==> src/verilog/ctf_pkg.sv <==
// package with states, structs and timing constants of the backup sequencer
package ctf_pkg;
    // clock rate and times
    localparam int unsigned CLK_MHZ        = 250;    // system clock in MHz
    localparam int unsigned PULSE_US       = 500;    // erase request pulse width, us
    localparam int unsigned PULSE_MIN_US   = 400;    // shortest pulse accepted, us
    localparam int unsigned PULSE_MIN_CYC  = PULSE_MIN_US * CLK_MHZ;   // least time, exact
    localparam int unsigned PULSE_MAX_US   = 600;    // longest pulse accepted, us
    localparam int unsigned PULSE_MAX_CYC  = PULSE_MAX_US * CLK_MHZ;
    localparam int unsigned PW_W           = 18;     // pulse width counter width
    localparam int unsigned FIFO_W         = 32;     // data word width
    localparam int unsigned FIFO_D         = 32;     // fifo depth
    localparam int unsigned POS_W          = 32;     // copy position width

    // sequencer states
    typedef enum logic [2:0] {
        CTF_PWRUP   = 3'h0,
        CTF_IDLE    = 3'h1,
        CTF_BACKUP  = 3'h2,
        CTF_RESTORE = 3'h3,
        CTF_ERASE   = 3'h4,
        CTF_GLITCH  = 3'h5,
        CTF_PWRDN   = 3'h6
    } ctf_state_t;

    // flash header status read at power-up
    typedef struct packed {
        logic valid;      // header read finished
        logic dirty;      // saved cache data exists
        logic erased;     // flash erased and initialised
    } ctf_hdr_t;

    // header write requests
    typedef struct packed {
        logic start;      // write copy-begun marker
        logic done;       // write copy-complete marker
    } ctf_hdr_wr_t;

    // status outputs towards the controller
    typedef struct packed {
        logic backup_ready;
        logic dram_available;
        logic pending_data_flag;
    } ctf_status_t;
endpackage

==> src/verilog/ctf_fifo.sv <==
// parameterised flip-flop fifo with valid/ready on both sides
`timescale 1ns/1ps
module ctf_fifo #(
    parameter int unsigned WIDTH = 32,
    parameter int unsigned DEPTH = 32
) (
    input  wire logic             clk_i,
    input  wire logic             rst_i,
    input  wire logic [WIDTH-1:0] in_data_i,
    input  wire logic             in_valid_i,
    output logic                  in_ready_o,
    output logic      [WIDTH-1:0] out_data_o,
    output logic                  out_valid_o,
    input  wire logic             out_ready_i
);
    localparam int unsigned AW = $clog2(DEPTH);
    logic [WIDTH-1:0] mem_q [DEPTH];   // storage
    logic [AW-1:0]    wp_q, wp_d;      // write index
    logic [AW-1:0]    rp_q, rp_d;      // read index
    logic [AW:0]      cnt_q, cnt_d;    // fill level
    logic             push, pop;

    assign in_ready_o  = (cnt_q != (AW+1)'(DEPTH));
    assign out_valid_o = (cnt_q != '0);
    assign out_data_o  = mem_q[rp_q];
    assign push        = in_valid_i && in_ready_o;
    assign pop         = out_valid_o && out_ready_i;

    // index and level update
    always_comb begin
        wp_d  = push ? AW'(wp_q + 1'b1) : wp_q;
        rp_d  = pop ? AW'(rp_q + 1'b1) : rp_q;
        cnt_d = cnt_q;
        if (push && !pop) begin
            cnt_d = (AW+1)'(cnt_q + 1'b1);
        end else if (pop && !push) begin
            cnt_d = (AW+1)'(cnt_q - 1'b1);
        end
    end

    always_ff @(posedge clk_i) begin
        if (rst_i) begin
            wp_q  <= '0;
            rp_q  <= '0;
            cnt_q <= '0;
        end else begin
            wp_q  <= wp_d;
            rp_q  <= rp_d;
            cnt_q <= cnt_d;
        end
    end

    // storage holds no reset; contents are qualified by the level
    always_ff @(posedge clk_i) begin
        if (push) begin
            mem_q[wp_q] <= in_data_i;
        end
    end
endmodule

==> src/verilog/ctf_seq.sv <==
// cache-to-flash backup and restore sequencer
`timescale 1ns/1ps
// How it works
// host holds armed low during power-up
// dirty cache: host keeps armed low until flushed
// host pulses armed 500us to request erase
// header read at power-up sets pending flag
// host puts dram in self-refresh first
// dirty header: flag on, others off, restore
// clean unerased: dram on, erase state
// clean erased: dram, ready on, idle
// idle supply loss: power down, no copy
// armed in idle: backup, flag set
// armed drop in backup: clear flag, idle
// supply loss in backup: dram off, copy
// copy done: header status, then power down
// supply back mid copy: pause, glitch
// glitch: dram on, ready off, wait
// glitch supply loss: resume copy
// glitch pulse: clear flag, erase
// erase flash, then ready on, idle
// restore keeps dram off until done
// restore then pulse: clear flag, erase
// supply loss in restore: power down
// power down: housekeeping then supply off
// begun marker before copy, done after
// ready means flash erased and accepting copy
// pulse width counted, short glitches ignored
module ctf_seq
    import ctf_pkg::*;
(
    input  wire logic                clk_i,
    input  wire logic                rst_i,
    input  wire logic                writeback_armed_i,  // host arming level
    input  wire logic                supply_good_i,      // system power good
    input  wire ctf_pkg::ctf_hdr_t   hdr_i,              // header status from flash side
    input  wire logic                copy_last_i,        // last word of image
    input  wire logic                hdr_wr_ack_i,       // header write finished
    input  wire logic                erase_done_i,       // flash erase and init done
    input  wire logic                hk_done_i,          // housekeeping finished
    // dram-to-flash stream in (backup) or flash-to-dram stream (restore)
    input  wire logic [ctf_pkg::FIFO_W-1:0] src_data_i,
    input  wire logic                src_valid_i,
    output logic                     src_ready_o,
    output logic [ctf_pkg::FIFO_W-1:0] dst_data_o,
    output logic                     dst_valid_o,
    input  wire logic                dst_ready_i,
    output ctf_pkg::ctf_status_t     status_o,           // ready, dram, pending flag
    output ctf_pkg::ctf_hdr_wr_t     hdr_wr_o,           // header marker requests
    output logic                     hdr_rd_o,           // header read request
    output logic                     copy_to_flash_o,    // backup copy running
    output logic                     copy_to_dram_o,     // restore copy running
    output logic                     erase_o,            // erase request level
    output logic [ctf_pkg::POS_W-1:0] copy_pos_o,        // words moved so far
    output logic                     supply_off_o,       // switch off backup power
    output ctf_pkg::ctf_state_t      state_o
);
    ctf_state_t  st_q, st_d;            // sequencer state
    ctf_status_t stat_q, stat_d;        // registered status outputs
    logic        began_q, began_d;      // begun marker written
    logic        done_mk_q, done_mk_d;  // copy finished, completion marker pending
    logic        off_q, off_d;          // supply cut-off
    logic [POS_W-1:0] pos_q, pos_d;     // copy position kept across a glitch
    logic [PW_W-1:0]  pw_q, pw_d;       // armed high-time counter
    logic        arm_q;                 // armed delayed one cycle
    logic        pulse_ok;              // valid erase pulse just ended
    logic        copy_en;               // stream may move
    logic        fifo_in_ready;
    logic        push_fire;

    // pulse width measure; a pulse counts only in the accepted window
    always_comb begin
        pw_d = pw_q;
        if (writeback_armed_i) begin
            if (pw_q != PW_W'(PULSE_MAX_CYC + 1)) begin
                pw_d = PW_W'(pw_q + 1'b1);
            end
        end else begin
            pw_d = '0;
        end
    end
    assign pulse_ok = arm_q && !writeback_armed_i &&
                      (pw_q >= PW_W'(PULSE_MIN_CYC)) &&
                      (pw_q <= PW_W'(PULSE_MAX_CYC));

    always_ff @(posedge clk_i) begin
        if (rst_i) begin
            pw_q  <= '0;
            arm_q <= 1'b0;
        end else begin
            pw_q  <= pw_d;
            arm_q <= writeback_armed_i;
        end
    end

    // the stream moves only in copy states with markers in order;
    // the position survives a pause so the glitch resume continues in place
    assign copy_en   = ((st_q == CTF_BACKUP) && !supply_good_i && began_q && !done_mk_q) ||
                       ((st_q == CTF_RESTORE) && supply_good_i && !stat_q.dram_available);
    assign src_ready_o = copy_en && fifo_in_ready;
    assign push_fire = src_valid_i && src_ready_o;

    // next-state and output logic
    always_comb begin
        st_d      = st_q;
        stat_d    = stat_q;
        began_d   = began_q;
        done_mk_d = done_mk_q;
        off_d     = off_q;
        pos_d     = push_fire ? POS_W'(pos_q + 1'b1) : pos_q;
        case (st_q)
            CTF_PWRUP: begin
                stat_d = '0;
                if (hdr_i.valid) begin
                    if (hdr_i.dirty) begin
                        stat_d = '{backup_ready: 1'b0, dram_available: 1'b0,
                                   pending_data_flag: 1'b1};
                        pos_d  = '0;
                        st_d   = CTF_RESTORE;
                    end else if (!hdr_i.erased) begin
                        stat_d = '{backup_ready: 1'b0, dram_available: 1'b1,
                                   pending_data_flag: 1'b0};
                        st_d   = CTF_ERASE;
                    end else begin
                        stat_d = '{backup_ready: 1'b1, dram_available: 1'b1,
                                   pending_data_flag: 1'b0};
                        st_d   = CTF_IDLE;
                    end
                end
            end
            CTF_IDLE: begin
                if (!supply_good_i) begin
                    st_d = CTF_PWRDN;
                end else if (writeback_armed_i) begin
                    stat_d.pending_data_flag = 1'b1;
                    began_d   = 1'b0;
                    done_mk_d = 1'b0;
                    pos_d     = '0;
                    st_d      = CTF_BACKUP;
                end
            end
            CTF_BACKUP: begin
                if (supply_good_i) begin
                    if (began_q) begin
                        st_d = CTF_GLITCH;
                        stat_d.dram_available = 1'b1;
                        stat_d.backup_ready   = 1'b0;
                    end else begin
                        // supply back before the begun marker: nothing moved yet,
                        // so dram and flash are handed back instead of staying locked
                        stat_d.dram_available = 1'b1;
                        stat_d.backup_ready   = 1'b1;
                        if (!writeback_armed_i) begin
                            stat_d.pending_data_flag = 1'b0;
                            st_d = CTF_IDLE;
                        end
                    end
                end else begin
                    stat_d.dram_available = 1'b0;
                    stat_d.backup_ready   = 1'b0;
                    if (!began_q && hdr_wr_ack_i) begin
                        began_d = 1'b1;
                    end
                    if (push_fire && copy_last_i) begin
                        done_mk_d = 1'b1;
                    end
                    if (done_mk_q && hdr_wr_ack_i) begin
                        st_d = CTF_PWRDN;
                    end
                end
            end
            CTF_GLITCH: begin
                if (!supply_good_i) begin
                    st_d = CTF_BACKUP;
                    stat_d.dram_available = 1'b0;
                end else if (pulse_ok) begin
                    stat_d.pending_data_flag = 1'b0;
                    st_d = CTF_ERASE;
                end
            end
            CTF_ERASE: begin
                if (erase_done_i) begin
                    stat_d.backup_ready = 1'b1;
                    st_d = CTF_IDLE;
                end
            end
            CTF_RESTORE: begin
                if (!supply_good_i) begin
                    st_d = CTF_PWRDN;
                end else if (!stat_q.dram_available) begin
                    if (push_fire && copy_last_i) begin
                        stat_d.dram_available = 1'b1;
                    end
                end else if (pulse_ok) begin
                    stat_d.pending_data_flag = 1'b0;
                    st_d = CTF_ERASE;
                end
            end
            CTF_PWRDN: begin
                stat_d.dram_available = 1'b0;
                stat_d.backup_ready   = 1'b0;
                if (hk_done_i) begin
                    off_d = 1'b1;
                end
            end
            default: begin
                st_d = CTF_PWRUP;
            end
        endcase
    end

    always_ff @(posedge clk_i) begin
        if (rst_i) begin
            st_q      <= CTF_PWRUP;
            stat_q    <= '0;
            began_q   <= 1'b0;
            done_mk_q <= 1'b0;
            off_q     <= 1'b0;
            pos_q     <= '0;
        end else begin
            st_q      <= st_d;
            stat_q    <= stat_d;
            began_q   <= began_d;
            done_mk_q <= done_mk_d;
            off_q     <= off_d;
            pos_q     <= pos_d;
        end
    end

    // words pass a fifo so the receiving side (flash in backup, dram in restore) can stall the sending side
    ctf_fifo #(
        .WIDTH(FIFO_W),
        .DEPTH(FIFO_D)
    ) u_ctf_fifo (
        .clk_i      (clk_i),
        .rst_i      (rst_i),
        .in_data_i  (src_data_i),
        .in_valid_i (src_valid_i && copy_en),
        .in_ready_o (fifo_in_ready),
        .out_data_o (dst_data_o),
        .out_valid_o(dst_valid_o),
        .out_ready_i(dst_ready_i)
    );

    assign status_o        = stat_q;
    assign state_o         = st_q;
    assign hdr_rd_o        = (st_q == CTF_PWRUP);
    assign hdr_wr_o.start  = (st_q == CTF_BACKUP) && !supply_good_i && !began_q;
    assign hdr_wr_o.done   = (st_q == CTF_BACKUP) && !supply_good_i && done_mk_q;
    assign copy_to_flash_o = (st_q == CTF_BACKUP) && !supply_good_i && began_q && !done_mk_q;
    assign copy_to_dram_o  = (st_q == CTF_RESTORE) && !stat_q.dram_available;
    assign erase_o         = (st_q == CTF_ERASE);
    assign copy_pos_o      = pos_q;
    assign supply_off_o    = off_q;
endmodule
==> config.mk <==
export PLATFORM = sky130hd
export DESIGN_NAME = ctf_seq
export DESIGN_NICKNAME = d
export VERILOG_FILES = /design/src/verilog/ctf_pkg.sv /design/src/verilog/ctf_fifo.sv /design/src/verilog/ctf_seq.sv
export SDC_FILE = /design/constraint.sdc
export NUM_CORES = 1
export LEC_CHECK = 0
export ABC_CLOCK_PERIOD_IN_PS = 4420
export BUFFER_PORTS_ARGS = -buffer_cell sky130_fd_sc_hd__buf_4
export CAP_MARGIN = 20
export CORE_MARGIN = 3
export CORE_UTILIZATION = 50
export CTS_CLUSTER_DIAMETER = 100
export DETAILED_ROUTE_END_ITERATION = 8
export PLACE_DENSITY = 0.7
export SETUP_SLACK_MARGIN = 0.2
export SYNTH_ARGS = -nofsm -noshare
export SYNTH_HDL_FRONTEND = slang
export SYNTH_SLANG_ARGS = --single-unit
==> constraint.sdc <==
create_clock -name clk_i -period 4.42 [get_ports clk_i]
set_input_delay 0.442 -clock clk_i [delete_from_list [all_inputs] [get_ports clk_i]]
set_output_delay 0.442 -clock clk_i [all_outputs]
set_load 0.005 [all_outputs]
; Word level (Yosys, flattened, before mapping)
; Memory sizes are Yosys's and may differ from the RTL's. A register that Yosys moved wholly into a read port is not among the register bits.
; Cells that the tools add are included.
[op_classes]
muxes = 56
n_addsub = 6
order_cmp = 2
bitwise = 2
n_eq_ne = 26
n_reduce_logical = 44
[op_table]
columns = cell, n
row1 = two-way mux 32 bit, 5
row2 = case mux 32 bit (2 select lines), 1
row3 = two-way mux 3 bit, 17
row4 = "adder 32 x 1 -> 32 bit, second input constant", 1
row5 = "inequality test 2 bit, second input constant", 14
row6 = logical AND 1 bit, 21
row7 = case mux 3 bit (7 select lines), 1
row8 = two-way mux 1 bit, 20
row9 = "adder 18 x 1 -> 18 bit, second input constant", 1
row10 = "greater-or-equal comparator 18 x 17 -> 1 bit, second input constant", 1
row11 = "less-or-equal comparator 18 bit, second input constant", 1
row12 = "inequality test 18 bit, second input constant", 1
row13 = two-way mux 6 bit, 2
row14 = "adder 5 x 1 -> 5 bit, second input constant", 2
row15 = two-way mux 5 bit, 2
row16 = case mux 1 bit (5 select lines), 2
row17 = AND reduction 5 bit, 2
row18 = nonzero test 5 bit, 2
row19 = "equality test 3 bit, second input constant", 3
row20 = "inequality test 3 bit, second input constant", 3
row21 = AND reduction 9 bit, 1
row22 = logical NOT 1 bit, 7
row23 = AND reduction 7 bit, 1
row24 = "adder 6 x 1 -> 6 bit, second input constant", 1
row25 = 17 further kinds, 24
[word_totals]
n_memories = 1
input_bits = 45
ff_bits = 76
mem_bits_rw = 1024
output_inout_bits = 79
elab_cells = 150
[mem_list]
columns = name, depth, width, rd, rd_ports_with_merged_regs, wr, line_no
row1 = u_ctf_fifo.mem_q, 32, 32, 1, 1, 1, ctf_fifo.sv:17  ; logic [WIDTH-1:0] mem_q [DEPTH];

; Logic depth before layout (Yosys ltp)
; Gate-level depths: netlist of run 1.
[depth]
ltp_word = 12
depth_mapped = 14
ltp_nobuf = 13

; By module
; Synthesis of run 1 repeated with hierarchy kept, for this count alone.
[unflattened]
hier_cells = 2430
area_unflattened_um2 = 43541.8
[modules_own_cells]
columns = mod, area_per_inst_um2, instances, seq_area_each_um2, cells_each
row1 = ctf_fifo, 40388.7, 1, 31169.9, 2050
row2 = ctf_seq, 3153.0, 1, 1201.2, 380

; Worst setup path after synthesis of run 1
; OpenSTA, ideal clock, no wires.
[synth_path]
kind = in2reg
from = input port supply_good_i
to = memory u_ctf_fifo.mem_q[29][0], enable pin
setup_time_ns = 0.421
required_ns = 3.999
arrival_time_ns = 3.283
slack_ns = 0.716
path_stages = 6
n_path_buf = 1
cell_sequence = or4b_4 > o22a_4 > nor3b_4 > buf_4 > nand2_1 > nor2_1
[synth_between]
elab_chain_len = 9
word_cells_on_any_way = 11
classes_between = mux (2) / reduce/logical (9)
[synth_lines]
columns = element, line_no
row1 = "start, declared", ctf_seq.sv:35  ; input wire logic supply_good_i,
row2 = logical NOT 1 bit, ctf_seq.sv:98  ; assign copy_en = ((st_q == CTF_BACKUP) && !supply_good_i && began_q && !done_mk_q) ||
row3 = logical AND 1 bit (3 in a row), ctf_seq.sv:98
row4 = logical OR 1 bit *, ctf_seq.sv:98
row5 = logical AND 1 bit *, ctf_seq.sv:238  ; .in_valid_i (src_valid_i && copy_en),
row6 = logical AND 1 bit *, ctf_fifo.sv:26  ; assign push = in_valid_i && in_ready_o;
row7 = named net u_ctf_fifo.push, ctf_fifo.sv:21  ; logic push, pop;
row8 = two-way mux 1 bit *, ctf_fifo.sv:55  ; if (push) begin
row9 = two-way mux 1 bit (implied by the code) *, ctf_fifo.sv:56  ; mem_q[wp_q] <= in_data_i;
row10 = "end, declared", ctf_fifo.sv:17
; The timed path passes the listed nets; every way through them passes the cells marked *.

==> flow_summary.toml, run 1 <==
[outcome]
run_status = "finished clean"

[sta]
clock_skew_ps = 41.1
finalSetupViolCount = 0
finalCritPeriodShare = 0.884
rsz0062_at_grt = "no"
tightestPinTransition_ps = 1090
period_needed_ps = 3910
tns_ps = 0
setup_slack_ps = 515
fmax_mhz = 256
finalHoldViolCount = 0
max_slew_margin = 0.276
slew_viol_final = 0

[critical_path]
arrival_ps = 3460
path_depth = 5
r2r_start = "state_o[2]$_SDFFE_PP0P_"
critPathSlowestCell = "dfxtp_4"
critical_path_class = "flop to output pin"
crit_chain = "buf_12 -> mux4_2 -> mux4_2 -> mux2_2 -> buf_4"
critPathLaunchType = "flop"
worstRegToRegCells = 6
critPathCapture = "dst_data_o[24]"
crit_top_cell = "mux4_2"
path_max_fanout = 31
cp-end-kind = "output pin"
required_ps = 3980
critical_path_buf_inv_count = 2
critPathTopFamily = "multiplexers"
rr_endpoint = "u_ctf_fifo.mem_q[15][6]$_DFFE_PP_"
slowest_delay_ps = 730
r2r_slack_ps = 860

[route]
vias = 20800
drt-total-wl_mm = 95.0
ant_nets = 0
wl_per_cell_um = 27.7
top_layer = "met4"
first_pass_iters = 5
via_per_inst = 6.06
wl_met2_mm = 48.6
routed-wl-met3_mm = 6.39
wl_met1_mm = 38.2
drt_iter0_drc = 2187
post-route-drc-count = 0

[cells_and_area]
fillerInstances = 5974
layout_common_cells = "1,024 x edfxtp_1, 320 x mux4_2, 177 x buf_4"
fin_util = 0.588
nets = 2263
final_common_cell = "edfxtp_1"
drive_above_1_share = 0.333
synthToLayoutAreaGrowth_pct = 15.3
layoutNonFillerInstCount = 3425

[yosys]
yosys.area.top_type = "edfxtp_1"
synthTopCellsByArea = "edfxtp_1 72%, mux4_2 17%, dfxtp_1 3.8%"
synth_cell_types = 59
synth_warnings = 0
synth_edf_count = 1024
postSynthAreaPerCell_um2 = 21.6
synth_flop_cell = "edfxtp_1"
ys_seq_area_frac = 0.753
syn-num-nets = 2050
synth_cells = 1990
synth_area_um2 = 43000
synth-async-reset-ratio = 0
synth-seq-cells = 1105
synth_top_cell_area_share = 0.715

[cts]
htree_levels = 3
clock_latency_ps = 670
cts_tree = "done"
ctsResizeCount = 0
cts.sinks = 1105
numCtsBuffers = 108
cts_root_buffer = "clkbuf_16"
cts_buffer_depth = 3
clk_pin_slew_ps = 60

[pwr]
power.total_mw = 24.3
ir_drop_uv = 345
power_density_nw_per_um2 = 491
p_leak_nw = 15.3

[global_route]
grt_max_degree = 50
grt-ovfl-total = 0
antenna_found_initial = 0
grt_usage = 0.216
grt_first_pass_wirelength_mm = 143
grt_pass1_vias = 21600

[floorplan]
core.rowCount = 106
core_um2 = 84400
die_x_um = 299
io_pins = 124
die_h_um = 299
die_area_um2 = 89500
initial_utilization = 0.510

[placed_design]
port_buffers = 123
place_congestion = 0.799
place_inst = 3225
post-place-ws_ps = 660
hpwl_mm = 53.5

[job]
maxCapViolations = 0

[min_path]
min_path_type = "primary input to flop"
==> flip-flops by register name (all words and copies together) (netlist names), 3 cells and up, named ones only <==
register,cells
u_ctf_fifo.wp_q,5
u_ctf_fifo.mem_q,1024
u_ctf_fifo.rp_q,5
state_o,3
status_o,3
copy_pos_o,32
pw_q,18
u_ctf_fifo.cnt_q,6
==> kinds of logic (layout without fill, tap and decap cells) <==
group | count (synthesis) | in the layout | share of synthesized area
and+or+nand+nor | 276 | 276 | 0.0326
muxes | 358 | 358 | 0.177
adders and majority gates | 15 | 15 | 0.00454
xor gates and xnor gates | 59 | 59 | 0.0120
AOI/OAI and AO/OA | 62 | 62 | 0.00931
DFF | 1105 | 1105 | 0.753
buffers and inverters | 115 | 415 | 0.0111
other | 0 | 1 | 0
==> metal layers <==
metal | up-vias | global-route usage
met2 | 844 | 0.363
li1 | 8703 | -
met5 | - | 0
met1 | 11100 | 0.301
met4 | 0 | 0.0473
met3 | 128 | 0.0378
==> per-stage QoR <==
stage / hold slack (ps) / area [um^2]
after CTS: 13.9 / 49600
after floorplan: 461 / 43000
after global routing: 44.1 / 49600
after global placement: 459 / 46100
after detailed placement: 485 / 46100
final: 54.8 / 49600
==> worst reg2reg max path, cell delays in order, from the launching register on <==
cell and delay (ps):
dfxtp_1 310, or4b_4 550, o22a_4 290, nor3b_4 510, nand2_1 680, nor2_4 550, buf_12 310
==> final cells by class <==
class	count	area, um^2	area share
Antenna cell	1	2.50	0.0000505
Timing Repair Buffer	203	1850	0.0372
Clock buffer	130	2840	0.0572
Clock inverter	67	647	0.0130
Tap cell	1134	1420	0.0286
Inverter	15	56.3	0.00114
Multi-Input combinational cell	770	10400	0.209
Sequential cell	1105	32400	0.653
==> worst min path at each step <==
stage                                    startpoint                        end  slack (ps)  cells past startpoint
after floorplan           supply_off_o$_SDFFE_PP0P_  supply_off_o$_SDFFE_PP0P_         460                      2
after global placement    supply_off_o$_SDFFE_PP0P_  supply_off_o$_SDFFE_PP0P_         460                      2
after detailed placement  supply_off_o$_SDFFE_PP0P_  supply_off_o$_SDFFE_PP0P_         490                      2
after CTS                               copy_last_i     done_mk_q$_SDFFE_PP0P_          10                      3
after global routing                   hdr_wr_ack_i       began_q$_SDFFE_PP0P_          40                      3
final                                  hdr_wr_ack_i       began_q$_SDFFE_PP0P_          50                      3
==> synth_stat cells (3+ instances only) <==
library cell	count
mux2i_1	5
or3_1	6
o21a_1	3
o21ai_0	11
or3b_2	3
a31oi_1	5
nand3_1	29
nand2b_1	6
nor4_1	4
mux2_2	33
edfxtp_1	1024
xor2_1	40
mux4_2	320
nand4_1	18
nand3b_1	5
nor3b_1	3
buf_1	10
nand2_1	33
buf_2	26
a21oi_1	26
nor2_1	122
clkbuf_1	61
dfxtp_1	81
and3_1	5
and2_1	5
xnor2_1	19
nor3_1	11
inv_1	15
nor2b_1	7
ha_1	14
==> report_power, final <==
part | leakage, nW | internal [mW] | switching (mW) | total [mW]
sequential | 9.86 | 11.5 | 0.150 | 11.6
clock | 1.69 | 5.16 | 3.80 | 8.96
combinational | 3.77 | 2.01 | 1.75 | 3.75
total | 15.3 | 18.6 | 5.70 | 24.3
==> timing repair <==
item                                   4_1_cts  5_1_grt
setup buffers                                0        0
hold buffers                                 1        0
endpoints found under the hold margin        1        0
Power figures use the tool's default switching activity.
==> inputs of run 2 (changes only) <==
==> constraint.sdc (replaced) <==
create_clock -name clk_i -period 4.42 [get_ports clk_i]
set_input_delay 0.442 -clock clk_i [delete_from_list [all_inputs] [get_ports clk_i]]
set_output_delay 0.442 -clock clk_i [all_outputs]
set_load 0.05 [all_outputs]
==> flow_summary.toml, run 2 (synthesized netlist as in run 1, its figures left out) <==
[outcome]
run_status = "finished clean"

[sta]
finalSetupViolCount = 0
finalCritPeriodShare = 0.884
clock_skew_ps = 43.4
fmax_mhz = 256
tightestPinTransition_ps = 1030
tns_ps = 0
hold-worst-slack_ps = 45.6
max_slew_margin = 0.315
period_needed_ps = 3910
rsz0062_at_grt = "no"
slew_viol_final = 0
finalHoldViolCount = 0

[cts]
htree_levels = 3
clock_latency_ps = 690
post_cts_buffers = 0
cts_root_buffer = "clkbuf_16"
ctsResizeCount = 0
cts.sinks = 1105
cts_tree = "done"
clk_pin_slew_ps = 60
numCtsBuffers = 108
cts_hold_buf = 0
cts_buffer_depth = 3

[floorplan]
core.rowCount = 106
initial_utilization = 0.510
die_area_um2 = 89500
core_um2 = 84400
io_pins = 124
die_h_um = 299
die_x_um = 299

[critical_path]
required_ps = 3980
path_max_fanout = 73
critical_path_class = "flop to output pin"
critPathLaunchType = "flop"
cp-end-kind = "output pin"
arrival_ps = 3470

[global_route]
grt_pass1_vias = 21600
grt_max_degree = 79
antenna_found_initial = 2
grt_first_pass_wirelength_mm = 145
grt_usage = 0.222
grt-ovfl-total = 0

[route]
via_per_inst = 6.14
wl_per_cell_um = 28.6
first_pass_iters = 5
drt-total-wl_mm = 98.3
post-route-drc-count = 0
vias = 21100
ant_nets = 0
drt_iter0_drc = 2074

[pwr]
ir_drop_uv = 430
power_density_nw_per_um2 = 501
power.total_mw = 24.9
p_leak_nw = 15.4

[cells_and_area]
largest-register = "u_ctf_fifo.mem_q"
drive_above_1_share = 0.340
nets = 2264
layout_common_cells = "1,024 x edfxtp_1, 320 x mux4_2, 180 x buf_4"
synthToLayoutAreaGrowth_pct = 15.5
fillerInstances = 5990
final_common_cell = "edfxtp_1"
largest_reg_flops = 1024

[job]
maxCapViolations = 0

[placed_design]
port_buffers = 123
hpwl_mm = 54.4
place_congestion = 0.834

[min_path]
min_path_type = "primary input to flop"
[run 2: cell count changes in the layout (fill, tap and decap cells not counted), moves of 2 or more]
cell | previous run | this run
clkbuf_16 | 110 | 108
clkinvlp_4 | 6 | 2
clkinv_1 | 25 | 13
clkinv_2 | 18 | 29
clkbuf_1 | 19 | 22
bufinv_16 | 10 | 8
clkbuf_8 | 1 | 12
buf_4 | 177 | 180
[run 2: worst paths after layout]
path	startpoint	end	slack, ps	cells after the start
max	flop	dst_data_o[30]	510	5
min	hk_done_i	supply_off_o$_SDFFE_PP0P_	50	3
max reg2reg	state_o[2]$_SDFFE_PP0P_	u_ctf_fifo.mem_q[17][19]$_DFFE_PP_	800	6
min reg2reg	supply_off_o$_SDFFE_PP0P_	supply_off_o$_SDFFE_PP0P_	480	2
[run 2: area by class of cell]
cell class | instances | area [um^2] | area share
tap | 1134 | 1420 | 0.0286
multi-input combinational | 770 | 10400 | 0.209
inverter | 15 | 56.3 | 0.00113
antenna | 1 | 2.50 | 0.0000504
clock buffer | 142 | 2950 | 0.0594
sequential | 1105 | 32400 | 0.652
clock inverter | 61 | 616 | 0.0124
timing repair buffer | 204 | 1840 | 0.0370
[run 2: worst max-delay path, cell delays in order, from the launching register on]
cell,delay [ps]
dfxtp_4,510
buf_12,460
mux4_2,600
mux4_2,550
mux2_2,320
buf_4,200
[run 2: per-layer routing]
metal  up-vias  GRT usage  wire length, um
met3       188     0.0470             7600
li1       8710          -                -
met1     11100      0.301            38000
met4         2     0.0687             2920
met2      1033      0.364            49700
met5         -          0               10
[run 2: power breakdown]
part / internal, mW / switching, mW
clock: 5.20 / 3.88
sequential: 11.5 / 0.104
combinational: 1.98 / 2.25
total: 18.7 / 6.24
[run 2: through the flow]
step / setup WS (ps) / std cells / instance area [um^2] / utilization
final: 513 / 3432 / 49700 / 0.589
after global placement: 577 / 3227 / 46100 / 0.546
after floorplan: 488 / 1990 / 43000 / -
after CTS: 454 / 3430 / 49600 / 0.588
after global routing: 371 / 3432 / 49700 / 0.589
after detailed placement: 491 / 3227 / 46100 / 0.546
